File: src/logic/interval_timer_pkg.sv
package interval_timer_pkg;

	localparam int unsigned CLK_FREQ_HZ = 50_000_000;

	// Register byte offsets
	localparam logic [11:0] OFF_CTRL = 12'h000;
	localparam logic [11:0] OFF_CMP = 12'h004;
	localparam logic [11:0] OFF_COUNT = 12'h008;
	localparam logic [11:0] OFF_STATUS = 12'h00C;
	localparam logic [11:0] OFF_MASK = 12'h010;

	// Control field positions
	localparam int unsigned CTRL_RUN = 0;
	localparam int unsigned CTRL_ONESHOT = 1;
	localparam int unsigned CTRL_SPLIT = 2;
	localparam int unsigned CTRL_FAST = 3;
	localparam int unsigned CTRL_SRC_LO = 4;
	localparam int unsigned CTRL_OUT_INIT = 6;
	localparam int unsigned CTRL_EXT_SEL = 7;
	localparam int unsigned CTRL_DIV_LO = 8;
	localparam int unsigned CTRL_RUN_LO8 = 11;

	// Status and mask bit positions
	localparam int unsigned ST_MATCH = 0;
	localparam int unsigned ST_MATCH_LO8 = 1;
	localparam int unsigned ST_WIDTH = 2;

	localparam logic [31:0] CTRL_RESET = 32'h0000_0000;
	localparam logic [15:0] CMP_RESET = 16'hFFFF;
	localparam logic [15:0] COUNT_MAX16 = 16'hFFFF;
	localparam logic [7:0] COUNT_MAX8 = 8'hFF;

	typedef enum logic [1:0] {
		SRC_TIMER,
		SRC_DIVIDED,
		SRC_EXTERNAL,
		SRC_OFF
	} count_src_t;

	typedef struct packed {
		logic run;
		logic oneshot;
		logic split;
		logic fast;
		count_src_t src;
		logic out_init;
		logic ext_sel;
		logic [2:0] div_sel;
		logic run_lo8;
	} ctrl_t;

endpackage : interval_timer_pkg

File: src/logic/count_tick_gen.sv
module count_tick_gen
	import interval_timer_pkg::*;
(
	input wire logic clk_i,
	input wire logic rst_n_i,
	input wire logic slow_tick_i,
	input wire logic fast_tick_i,
	input wire logic fast_sel_i,
	input wire count_src_t src_i,
	input wire logic [2:0] div_sel_i,
	input wire logic ext_level_i,
	output logic tick_o
);

	typedef struct packed {
		logic [6:0] div_cnt;
		logic ext_prev;
		logic tick;
	} tick_state_t;

	tick_state_t s_reg;
	tick_state_t s_next;
	logic base_tick;
	logic [6:0] div_mask;

	always_comb begin
		base_tick = fast_sel_i ? fast_tick_i : slow_tick_i;
		div_mask = 7'((8'h01 << div_sel_i) - 8'h01);
		s_next = s_reg;
		s_next.ext_prev = ext_level_i;
		if (base_tick) begin
			s_next.div_cnt = 7'(s_reg.div_cnt + 7'h01) & div_mask;
		end
		case (src_i)
			SRC_TIMER: s_next.tick = base_tick;
			SRC_DIVIDED: s_next.tick = base_tick && ((s_reg.div_cnt & div_mask) == div_mask);
			SRC_EXTERNAL: s_next.tick = ext_level_i && !s_reg.ext_prev;
			default: s_next.tick = 1'b0;
		endcase
	end

	always_ff @(posedge clk_i or negedge rst_n_i) begin
		if (!rst_n_i) begin
			s_reg <= '0;
		end else begin
			s_reg <= s_next;
		end
	end

	assign tick_o = s_reg.tick;

endmodule : count_tick_gen

File: src/logic/split_capable_interval_timer.sv
// Contract
// - In 16-bit mode the counter reaches up to 0xffff before matching or wrapping.
// - Repeat operation keeps running its count-and-match cycle until software stops it.
// - One-shot operation runs the cycle once and then stops by itself.
// - In 8-bit mode each half counts up to 0xff, in repeat or one-shot operation.
// - The channel can run as two independent 8-bit timers from its upper and lower halves.
// - The timer clock is either the slow or the fast peripheral clock.
// - The count clock is the timer clock, a divided timer clock or an external input.
// - With external counting the counter advances once per rising edge of that input.
// - The match interrupt is raised when the counter equals the compare value.
// - The pulse output inverts on every 16-bit or upper-half match, giving a pulse train or a single pulse.
// - The starting level of the pulse output is set by software before counting.
// - In split mode both halves share one clock setting and one interrupt setup; here each half has its own status and mask bit on one interrupt line.
// - In 8-bit mode the pulse output follows only upper-half matches.
// - The two external triggers come from the filtered external interrupt pins.
//
// Decided for this implementation: the register offsets and the APB slave port.
module split_capable_interval_timer
	import interval_timer_pkg::*;
(
	input wire logic clk_i,
	input wire logic rst_n_i,
	input wire logic psel_i,
	input wire logic penable_i,
	input wire logic pwrite_i,
	input wire logic [11:0] paddr_i,
	input wire logic [31:0] pwdata_i,
	output logic [31:0] prdata_o,
	output logic pready_o,
	output logic pslverr_o,
	input wire logic slow_peripheral_clock_i,
	input wire logic fast_peripheral_clock_i,
	input wire logic ext_trigger_in0_i,
	input wire logic ext_trigger_in1_i,
	output logic timer_pulse_out_o,
	output logic timer_match_irq_o,
	output logic timer_trigger_out_o
);

	typedef struct packed {
		ctrl_t ctrl;
		logic [15:0] cmp;
		logic [15:0] cnt;
		logic [ST_WIDTH-1:0] status;
		logic [ST_WIDTH-1:0] mask;
		logic pulse;
		logic irq;
		logic trig;
		logic ready;
		logic slverr;
		logic [31:0] rdata;
	} state_t;

	state_t r_reg;
	state_t r_next;
	logic tick;
	logic ext_level;

	function automatic logic [31:0] pack_ctrl(input ctrl_t c);
		logic [31:0] w;
		w = '0;
		w[CTRL_RUN] = c.run;
		w[CTRL_ONESHOT] = c.oneshot;
		w[CTRL_SPLIT] = c.split;
		w[CTRL_FAST] = c.fast;
		w[CTRL_SRC_LO +: 2] = c.src;
		w[CTRL_OUT_INIT] = c.out_init;
		w[CTRL_EXT_SEL] = c.ext_sel;
		w[CTRL_DIV_LO +: 3] = c.div_sel;
		w[CTRL_RUN_LO8] = c.run_lo8;
		return w;
	endfunction : pack_ctrl

	function automatic ctrl_t unpack_ctrl(input logic [31:0] w);
		ctrl_t c;
		c.run = w[CTRL_RUN];
		c.oneshot = w[CTRL_ONESHOT];
		c.split = w[CTRL_SPLIT];
		c.fast = w[CTRL_FAST];
		c.src = count_src_t'(w[CTRL_SRC_LO +: 2]);
		c.out_init = w[CTRL_OUT_INIT];
		c.ext_sel = w[CTRL_EXT_SEL];
		c.div_sel = w[CTRL_DIV_LO +: 3];
		c.run_lo8 = w[CTRL_RUN_LO8];
		return c;
	endfunction : unpack_ctrl

	// Triggers arrive already filtered by the external interrupt logic
	assign ext_level = r_reg.ctrl.ext_sel ? ext_trigger_in1_i : ext_trigger_in0_i;

	// One tick source serves both halves in split mode
	count_tick_gen u_tick (
		.clk_i(clk_i),
		.rst_n_i(rst_n_i),
		.slow_tick_i(slow_peripheral_clock_i),
		.fast_tick_i(fast_peripheral_clock_i),
		.fast_sel_i(r_reg.ctrl.fast),
		.src_i(r_reg.ctrl.src),
		.div_sel_i(r_reg.ctrl.div_sel),
		.ext_level_i(ext_level),
		.tick_o(tick)
	);

	logic wr_acc;
	logic rd_acc;
	logic match16;
	logic match_hi;
	logic match_lo;
	logic hit_main;
	logic hit_lo;
	logic [ST_WIDTH-1:0] events;
	logic [31:0] clr;
	ctrl_t new_ctrl;

	always_comb begin
		r_next = r_reg;
		wr_acc = psel_i && penable_i && pwrite_i && r_reg.ready;
		rd_acc = psel_i && penable_i && !pwrite_i && r_reg.ready;
		match16 = r_reg.cnt == r_reg.cmp;
		match_hi = r_reg.cnt[15:8] == r_reg.cmp[15:8];
		match_lo = r_reg.cnt[7:0] == r_reg.cmp[7:0];
		hit_main = tick && r_reg.ctrl.run && (r_reg.ctrl.split ? match_hi : match16);
		hit_lo = tick && r_reg.ctrl.split && r_reg.ctrl.run_lo8 && match_lo;
		events = '0;
		events[ST_MATCH] = hit_main;
		events[ST_MATCH_LO8] = hit_lo;
		clr = '0;
		new_ctrl = unpack_ctrl(pwdata_i);

		// Counting
		if (r_reg.ctrl.split) begin
			if (tick && r_reg.ctrl.run) begin
				// 8-bit halves wrap naturally at 0xff
				r_next.cnt[15:8] = match_hi ? 8'h00 : 8'(r_reg.cnt[15:8] + 8'h01);
				if (match_hi && r_reg.ctrl.oneshot) begin
					r_next.ctrl.run = 1'b0;
				end
			end
			if (tick && r_reg.ctrl.run_lo8) begin
				r_next.cnt[7:0] = match_lo ? 8'h00 : 8'(r_reg.cnt[7:0] + 8'h01);
				if (match_lo && r_reg.ctrl.oneshot) begin
					r_next.ctrl.run_lo8 = 1'b0;
				end
			end
		end else if (tick && r_reg.ctrl.run) begin
			// Full 16-bit range up to COUNT_MAX16 then wrap
			r_next.cnt = match16 ? 16'h0000 : 16'(r_reg.cnt + 16'h0001);
			if (match16 && r_reg.ctrl.oneshot) begin
				r_next.ctrl.run = 1'b0;
			end
		end

		if (hit_main) begin
			r_next.pulse = !r_reg.pulse;
		end
		// Converter/DMA trigger only in 16-bit mode
		r_next.trig = hit_main && !r_reg.ctrl.split;

		// Bus writes
		if (wr_acc) begin
			case (paddr_i)
				OFF_CTRL: begin
					r_next.ctrl = new_ctrl;
					if (!r_reg.ctrl.run && new_ctrl.run) begin
						r_next.cnt[15:8] = 8'h00;
						r_next.pulse = new_ctrl.out_init;
					end
					if (!r_reg.ctrl.run && !new_ctrl.run) begin
						r_next.pulse = new_ctrl.out_init;
					end
					if (!r_reg.ctrl.run_lo8 && new_ctrl.run_lo8) begin
						r_next.cnt[7:0] = 8'h00;
					end
					if (!r_reg.ctrl.run && new_ctrl.run && !new_ctrl.split) begin
						r_next.cnt[7:0] = 8'h00;
					end
				end
				OFF_CMP: r_next.cmp = pwdata_i[15:0];
				OFF_STATUS: clr = pwdata_i;
				OFF_MASK: r_next.mask = pwdata_i[ST_WIDTH-1:0];
				default: ;
			endcase
		end
		// New events win over a clear in the same cycle
		r_next.status = (r_reg.status & ~clr[ST_WIDTH-1:0]) | events;
		r_next.irq = |(r_next.status & r_next.mask);

		// APB answer: no wait state, ready already in the first access cycle
		r_next.ready = psel_i && !r_reg.ready;
		r_next.slverr = 1'b0;
		r_next.rdata = '0;
		if (psel_i && !r_reg.ready) begin
			case (paddr_i)
				OFF_CTRL: r_next.rdata = pack_ctrl(r_reg.ctrl);
				OFF_CMP: r_next.rdata = {16'h0000, r_reg.cmp};
				OFF_COUNT: r_next.rdata = {16'h0000, r_reg.cnt};
				OFF_STATUS: r_next.rdata = {{(32-ST_WIDTH){1'b0}}, r_reg.status};
				OFF_MASK: r_next.rdata = {{(32-ST_WIDTH){1'b0}}, r_reg.mask};
				default: r_next.slverr = 1'b1;
			endcase
		end
		if (rd_acc || wr_acc) begin
			r_next.ready = 1'b0;
		end
	end

	always_ff @(posedge clk_i or negedge rst_n_i) begin
		if (!rst_n_i) begin
			r_reg <= '0;
			r_reg.ctrl <= unpack_ctrl(CTRL_RESET);
			r_reg.cmp <= CMP_RESET;
		end else begin
			r_reg <= r_next;
		end
	end

	assign prdata_o = r_reg.rdata;
	assign pready_o = r_reg.ready;
	assign pslverr_o = r_reg.slverr;
	assign timer_pulse_out_o = r_reg.pulse;
	assign timer_match_irq_o = r_reg.irq;
	assign timer_trigger_out_o = r_reg.trig;

	a_oneshot_stop: assert property (@(posedge clk_i) disable iff (!rst_n_i)
		hit_main && r_reg.ctrl.oneshot && !wr_acc |=> !r_reg.ctrl.run)
		else $error("One-shot did not stop after match");
	a_repeat_keeps: assert property (@(posedge clk_i) disable iff (!rst_n_i)
		hit_main && !r_reg.ctrl.oneshot && !wr_acc |=> r_reg.ctrl.run)
		else $error("Repeat mode stopped on its own");
	a_restart_zero: assert property (@(posedge clk_i) disable iff (!rst_n_i)
		hit_main && !r_reg.ctrl.split && !wr_acc |=> r_reg.cnt == 16'h0000)
		else $error("Counter did not restart from zero");
	a_pulse_toggle: assert property (@(posedge clk_i) disable iff (!rst_n_i)
		hit_main && !wr_acc |=> timer_pulse_out_o != $past(timer_pulse_out_o))
		else $error("Pulse output did not invert on match");
	a_irq_follows: assert property (@(posedge clk_i) disable iff (!rst_n_i)
		hit_main && r_reg.mask[ST_MATCH] && !wr_acc |=> timer_match_irq_o)
		else $error("Match did not raise interrupt");
	a_split_lo_quiet: assert property (@(posedge clk_i) disable iff (!rst_n_i)
		r_reg.ctrl.split && !hit_main && !wr_acc |=> $stable(timer_pulse_out_o))
		else $error("Pulse output moved without upper match");
	a_count_step: assert property (@(posedge clk_i) disable iff (!rst_n_i)
		tick && r_reg.ctrl.run && !r_reg.ctrl.split && !match16 && !wr_acc
		|=> r_reg.cnt == 16'($past(r_reg.cnt) + 16'h0001))
		else $error("Counter did not advance by one");
	a_start_level: assert property (@(posedge clk_i) disable iff (!rst_n_i)
		wr_acc && paddr_i == OFF_CTRL && !r_reg.ctrl.run
		|=> timer_pulse_out_o == $past(pwdata_i[CTRL_OUT_INIT]))
		else $error("Pulse start level not taken");
	a_apb_ready: assert property (@(posedge clk_i) disable iff (!rst_n_i)
		psel_i && !penable_i && !pready_o |=> pready_o)
		else $error("APB answer not after one cycle");
	a_ready_one_cycle: assert property (@(posedge clk_i) disable iff (!rst_n_i)
		pready_o |=> !pready_o)
		else $error("APB ready stood longer than one cycle");
	a_slverr_ready: assert property (@(posedge clk_i) disable iff (!rst_n_i)
		pslverr_o |-> pready_o)
		else $error("Bus error shown without ready");

	// Write cycles are left out below except in a_ext_rise_only, a_status_sticky and a_split_no_trig: software may restart or reload the counter there
	a_lo_restart: assert property (@(posedge clk_i) disable iff (!rst_n_i)
		hit_lo && !wr_acc |=> r_reg.cnt[7:0] == 8'h00)
		else $error("Lower half did not restart from zero");
	a_lo_oneshot_stop: assert property (@(posedge clk_i) disable iff (!rst_n_i)
		hit_lo && r_reg.ctrl.oneshot && !wr_acc |=> !r_reg.ctrl.run_lo8)
		else $error("Lower half one-shot did not stop");
	a_lo_repeat_keeps: assert property (@(posedge clk_i) disable iff (!rst_n_i)
		hit_lo && !r_reg.ctrl.oneshot && !wr_acc |=> r_reg.ctrl.run_lo8)
		else $error("Lower half repeat stopped on its own");
	a_lo_count_step: assert property (@(posedge clk_i) disable iff (!rst_n_i)
		tick && r_reg.ctrl.split && r_reg.ctrl.run_lo8 && !match_lo && !wr_acc
		|=> r_reg.cnt[7:0] == 8'($past(r_reg.cnt[7:0]) + 8'h01))
		else $error("Lower half did not advance by one");
	a_hi_count_step: assert property (@(posedge clk_i) disable iff (!rst_n_i)
		tick && r_reg.ctrl.split && r_reg.ctrl.run && !match_hi && !wr_acc
		|=> r_reg.cnt[15:8] == 8'($past(r_reg.cnt[15:8]) + 8'h01))
		else $error("Upper half did not advance by one");
	a_ext_rise_only: assert property (@(posedge clk_i) disable iff (!rst_n_i)
		tick && $past(r_reg.ctrl.src) == SRC_EXTERNAL
		|-> $past(ext_level) && !$past(ext_level, 2))
		else $error("External tick without a rising edge");
	a_status_sticky: assert property (@(posedge clk_i) disable iff (!rst_n_i)
		r_reg.status[ST_MATCH] && !(wr_acc && paddr_i == OFF_STATUS && pwdata_i[ST_MATCH])
		|=> r_reg.status[ST_MATCH])
		else $error("Match status cleared without a write");
	a_split_no_trig: assert property (@(posedge clk_i) disable iff (!rst_n_i)
		r_reg.ctrl.split |=> !timer_trigger_out_o)
		else $error("Trigger pulse raised in split mode");
	a_idle_hold: assert property (@(posedge clk_i) disable iff (!rst_n_i)
		!r_reg.ctrl.run && !r_reg.ctrl.run_lo8 && !wr_acc |=> $stable(r_reg.cnt))
		else $error("Stopped counter moved");
	a_pulse_stopped: assert property (@(posedge clk_i) disable iff (!rst_n_i)
		!r_reg.ctrl.run && !wr_acc |=> $stable(timer_pulse_out_o))
		else $error("Pulse output moved while stopped");

	c_oneshot: cover property (@(posedge clk_i) disable iff (!rst_n_i)
		hit_main && r_reg.ctrl.oneshot);
	c_split_lo: cover property (@(posedge clk_i) disable iff (!rst_n_i) hit_lo);
	c_ext_count: cover property (@(posedge clk_i) disable iff (!rst_n_i)
		tick && r_reg.ctrl.src == SRC_EXTERNAL);
	c_repeat_match: cover property (@(posedge clk_i) disable iff (!rst_n_i)
		hit_main && !r_reg.ctrl.oneshot && !r_reg.ctrl.split);
	c_bus_error: cover property (@(posedge clk_i) disable iff (!rst_n_i) pslverr_o);

endmodule : split_capable_interval_timer

File: config.mk
export PLATFORM = sky130hd
export DESIGN_NAME = split_capable_interval_timer
export DESIGN_NICKNAME = d
export VERILOG_FILES = /design/src/logic/interval_timer_pkg.sv /design/src/logic/count_tick_gen.sv /design/src/logic/split_capable_interval_timer.sv
export SDC_FILE = /design/constraint.sdc
export NUM_CORES = 1
export LEC_CHECK = 0
export ABC_AREA = 1
export ABC_CLOCK_PERIOD_IN_PS = 4100
export BUFFER_PORTS_ARGS = -buffer_cell sky130_fd_sc_hd__clkbuf_2
export CAP_MARGIN = 20
export CORE_UTILIZATION = 30
export CTS_BUF_LIST = sky130_fd_sc_hd__clkbuf_4 sky130_fd_sc_hd__clkbuf_8
export CTS_CLUSTER_DIAMETER = 150
export DETAILED_ROUTE_END_ITERATION = 10
export GPL_TIMING_DRIVEN = 0
export PLACE_DENSITY_LB_ADDON = 0.12
export SYNTH_ARGS = -nofsm -noshare
export SYNTH_HDL_FRONTEND = slang
export SYNTH_SLANG_ARGS = --single-unit
File: constraint.sdc
create_clock -name clk_i -period 4.1 [get_ports clk_i]
set_clock_uncertainty 0.1 [all_clocks]
set_input_delay 0.205 -clock clk_i [delete_from_list [all_inputs] [get_ports clk_i]]
set_output_delay 0.205 -clock clk_i [all_outputs]
set_load 0.01 [all_outputs]
# Word level (Yosys, flattened, before mapping)
# Index checks and enable logic that the tools add are counted.
# word_totals
reg_bits	94
input_bits	53
output_inout_bits	37
wordCells	120
# op_classes
addsub	5
n_eq_ne	10
shifts	1
muxes	38
n_bitwise	6
n_reduce_logical	38
# ops
operator	n
$mux 16	5
$pmux 16 s5	1
$mux 8	7
$mux 44	1
$mux 33	1
$eq 12x4->1 const B	2
$logic_and 1x1->1	22
$mux 1	17
$add 16x1->16 const B	1
$add 8x1->8 const B	2
$eq 16x16->1	1
$eq 8x8->1	2
$and 7x7->7	2
$eq 12x3->1 const B	1
$eq 12x5->1 const B	1
$logic_not 12->1	1
$mux 12	1
$logic_not 1->1	9
$add 7x1->7 const B	1
$eq 7x7->1	1
$shl 1x3->7 const A	1
$sub 7x1->7 const B	1
$mux 2	3
$reduce_or 5->1	1
other kinds (11)	13

# Longest topological paths before layout
# logic_depth
word_depth	10
ltp_mapped	13
ltp_nobuf	12

# Cells and area by module
# A second synthesis with hierarchy kept.
# unflattened
cells_unflattened	753
area_unflattened_um2	5106.1
# by_module_without_submodules
module	instances	cells_each	area_each_um2
split_capable_interval_timer	1	665	4504.3
count_tick_gen	1	88	601.8

# Worst setup path before layout
# Ideal clock, no wire load.
# synth_timing
kind	register to register
startpoint	reg r_reg[70] (netlist name)
endpoint	reg r_reg[46] (netlist name)
arrival_time_ps	1423
required_ps	3872
path_slack_ps	2449
stages_incl_launch_ff	13
n_path_buf	1
period_less_slack_ps	1651
path_cell_list	dfstp_2 -> inv_1 -> nand2_1 -> nand2_1 -> nor2_1 -> nand2_1 -> nor2_4 -> nand2_4 -> buf_6 -> nand3_1 -> nand2_1 -> nand2_1 -> nor2_1
# synth_rtl
item	line	source
start: declaration	split_capable_interval_timer.sv:54	state_t r_reg;
start signal: assignment	split_capable_interval_timer.sv:213	r_reg <= r_next;

==> results.cfg <==
[layout]
drive_gt1_frac = 0.2121
fin_area_sq_mm = 0.006203
multi_input_area_sq_mm = 0.002485
largest_reg_flops = 48
nFillCells = 1834
seq_area_sq_mm = 0.001972
area.growth.synth_to_final_pct = 19.99
diodes = 0
fin_nets = 896

[placed_design]
numPortBuffers = 57
dpl.hpwl_microns = 11970
placed_area_sq_mm = 0.005817
gp_congestion = 0.8342

[worst_setup_path]
critPathLaunchType = flip-flop
worstSetupPathType = flip-flop to flip-flop
arrival_ns = 2.36
reg2regPathDepth = 8
r2r_slack_ns = 1.95
cp.required_ns = 4.31
end_kind = flip-flop
r2r_start = r_reg[41]
crit-reg2reg-capture = r_reg[51]
path_max_fanout = 7

[timing]
whs_ns = 0.03284
tns_ns = 0
tightest_slew_ns = 0.6844
timing.max_slew.rel_slack = 0.5402
fin_crit_sh = 0.5247
rsz0062_at_grt = no
max_freq_ghz = 0.4649
finalHoldViolCount = 0
finalCriticalPeriod_ns = 2.151
finalMaxSlewViolations = 0
setup_viol = 0

[grt]
grt_start_max_net_pins = 58
grt_use_total = 0.1909
grt_pass1_vias = 4765
grt_pass1_wl_microns = 25920
gr-total-overflow = 0
antenna_found_initial = 0

[min_path]
hold_class = input pin to flip-flop
min-delay-start = pwdata_i[2]
holdPathStages = 3
whs_endpoint = r_reg[59]

[die]
rows = 47
die_area_sq_mm = 0.01776
coreArea_sq_mm = 0.01670
die-height_microns = 133.3
initial_core_util = 0.3096
die_width_microns = 133.3
ios = 90

[synth]
syn_avg_cell_area_sq_um = 6.996
syn_area_sq_mm = 0.005170
ys_top_cells_by_area = dfrtp_1 30%, nand2_1 15%, dfstp_2 8.1%
synthCells = 739
synth_common_cells = 211 x nand2_1, 97 x inv_1, 75 x nor2_1
synthArstFlopShare = 1.000
synth_cell_types = 41
synth_edf_count = 0
yosys.area.top_type = dfrtp_1
dominantRegCellSynth = dfrtp_1
yosysSeqAreaShare = 0.3814
yosysMostFrequentCell = nand2_1
yosysTopAreaCellShare = 0.3001
synth_warnings = 0
synth-seq-cells = 78

[route]
drcViolationCount = 0
wl_per_cell_microns = 15.04
drt_iter0_markers = 328
drtAntennaViolNets = 0
vias = 4941
firstDrtPassIters = 5
wirelength_microns = 16000
vias_per_cell = 4.644

[pwr]
clkPwrFrac = 0.436
p_leak_nw = 3.222
ir_drop_mv = 0.1461
switchingPower_uw = 388.2
pwr-share-comb = 0.071
sw_frac_of_total = 0.2465
internal_power_mw = 1.187
seqPwrFrac = 0.493
power-per-cell-area_mw_per_mm2 = 253.9

[clock_tree]
cts_made_buffers = 9
h-tree-depth = 3
root_buffer = clkbuf_8
cts_buffer_depth = 2
cts.clk_slew.worst_paths_ns = 0.09
postCtsHoldBufs = 16
cts_tree = yes
clock_latency_ns = 0.39
cts.sinks = 78
cts_resized = 0
cts_setup_buffers = 0

[job]
cap_violations = 0

[run_status]
status = complete, no violations
-- power groups by stage --
stage	registers, mW	clock network [mW]	logic (mW)
5_1_grt	0.777	0.731	0.126
6_report	0.776	0.687	0.112
3_5_place_dp	0.791	0	0.101
3_3_place_gp	0.791	0	0.0963
4_1_cts	0.776	0.713	0.113
2_1_floorplan	0.790	0	0.0487
-- metal layers --
layer	wire, microns	GRT usage	vias to the layer above	part of all wire
met5	0	0	-	0
met4	201	0.04924	0	0.013
met3	707	0.03767	17	0.044
met2	7482	0.3125	121	0.47
met1	7606	0.2569	2304	0.48
li1	-	-	2499	-
-- critical path, cell delays in order, from the launching register on --
cell,delay [ns]
dfrtp_1,0.55
ha_1,0.25
nand2_1,0.07
nor2_1,0.27
nand2_1,0.24
nor2_1,0.17
xor2_1,0.18
nand3_1,0.10
a21oi_1,0.16
-- layout by cell type, fill, tap and decap left out, types with 3 or more instances in the layout --
cell type	count
nand2_1	211
inv_1	97
nor2_1	75
dfrtp_1	62
clkbuf_2	56
nand3_1	53
o21ai_0	44
buf_4	36
a21oi_1	32
conb_1	16
dlygate4sd3_1	16
dfstp_2	16
nor3_1	13
o21ai_2	12
clkbuf_8	10
xor2_1	9
nand4_1	9
inv_2	7
clkbuf_1	5
nor2_2	5
buf_6	5
o22ai_1	5
buf_2	4
a21oi_2	4
ha_1	4
nor2_4	3
xnor2_1	3
nand3_2	3
nand2_4	3
-- stage by stage --
stage | power (mW) | std cells | worst slack, ns | util
finish | 1.575 | 1064 | 1.949 | 0.3714
global route | 1.633 | 1064 | 1.822 | 0.3714
CTS | 1.603 | 1064 | 2.012 | 0.3714
detailed placement | 0.8915 | 1032 | 2.051 | 0.3483
global placement | 0.8869 | 1031 | 1.778 | 0.3465
floorplan | 0.8392 | 754 | 2.449 | -
-- cell families after synthesis --
logic type / Yosys count / share of synthesized area
simple gates: 381 / 0.3180
buf+inv: 157 / 0.1488
compound gates: 106 / 0.1210
flops: 78 / 0.3814
xor+xnor: 12 / 0.02033
fa+ha+maj: 4 / 0.009681
other cells: 1 / 0.0007253
-- how the worst max path moves through the flow --
stage | from | endpoint | slack, ns
2_1_floorplan | r_reg[70] | r_reg[46] | 2.45
3_3_place_gp | rst_n_i | r_reg[55] | 1.78
3_5_place_dp | r_reg[41] | r_reg[51] | 2.05
4_1_cts | r_reg[41] | r_reg[51] | 2.01
5_1_grt | r_reg[75] | u_tick.tick_o | 1.82
6_report | r_reg[41] | r_reg[51] | 1.95
-- cell type report --
type | instances | area share
plain buffers | 51 | 0.05950
clock buffers | 11 | 0.02340
clock inverters | 5 | 0.01311
inverters | 106 | 0.06454
multi-input cells | 519 | 0.4006
flip-flops and latches | 78 | 0.3179
well taps | 220 | 0.04437
repair buffers | 74 | 0.07664
(Power assumes the default switching activity.)
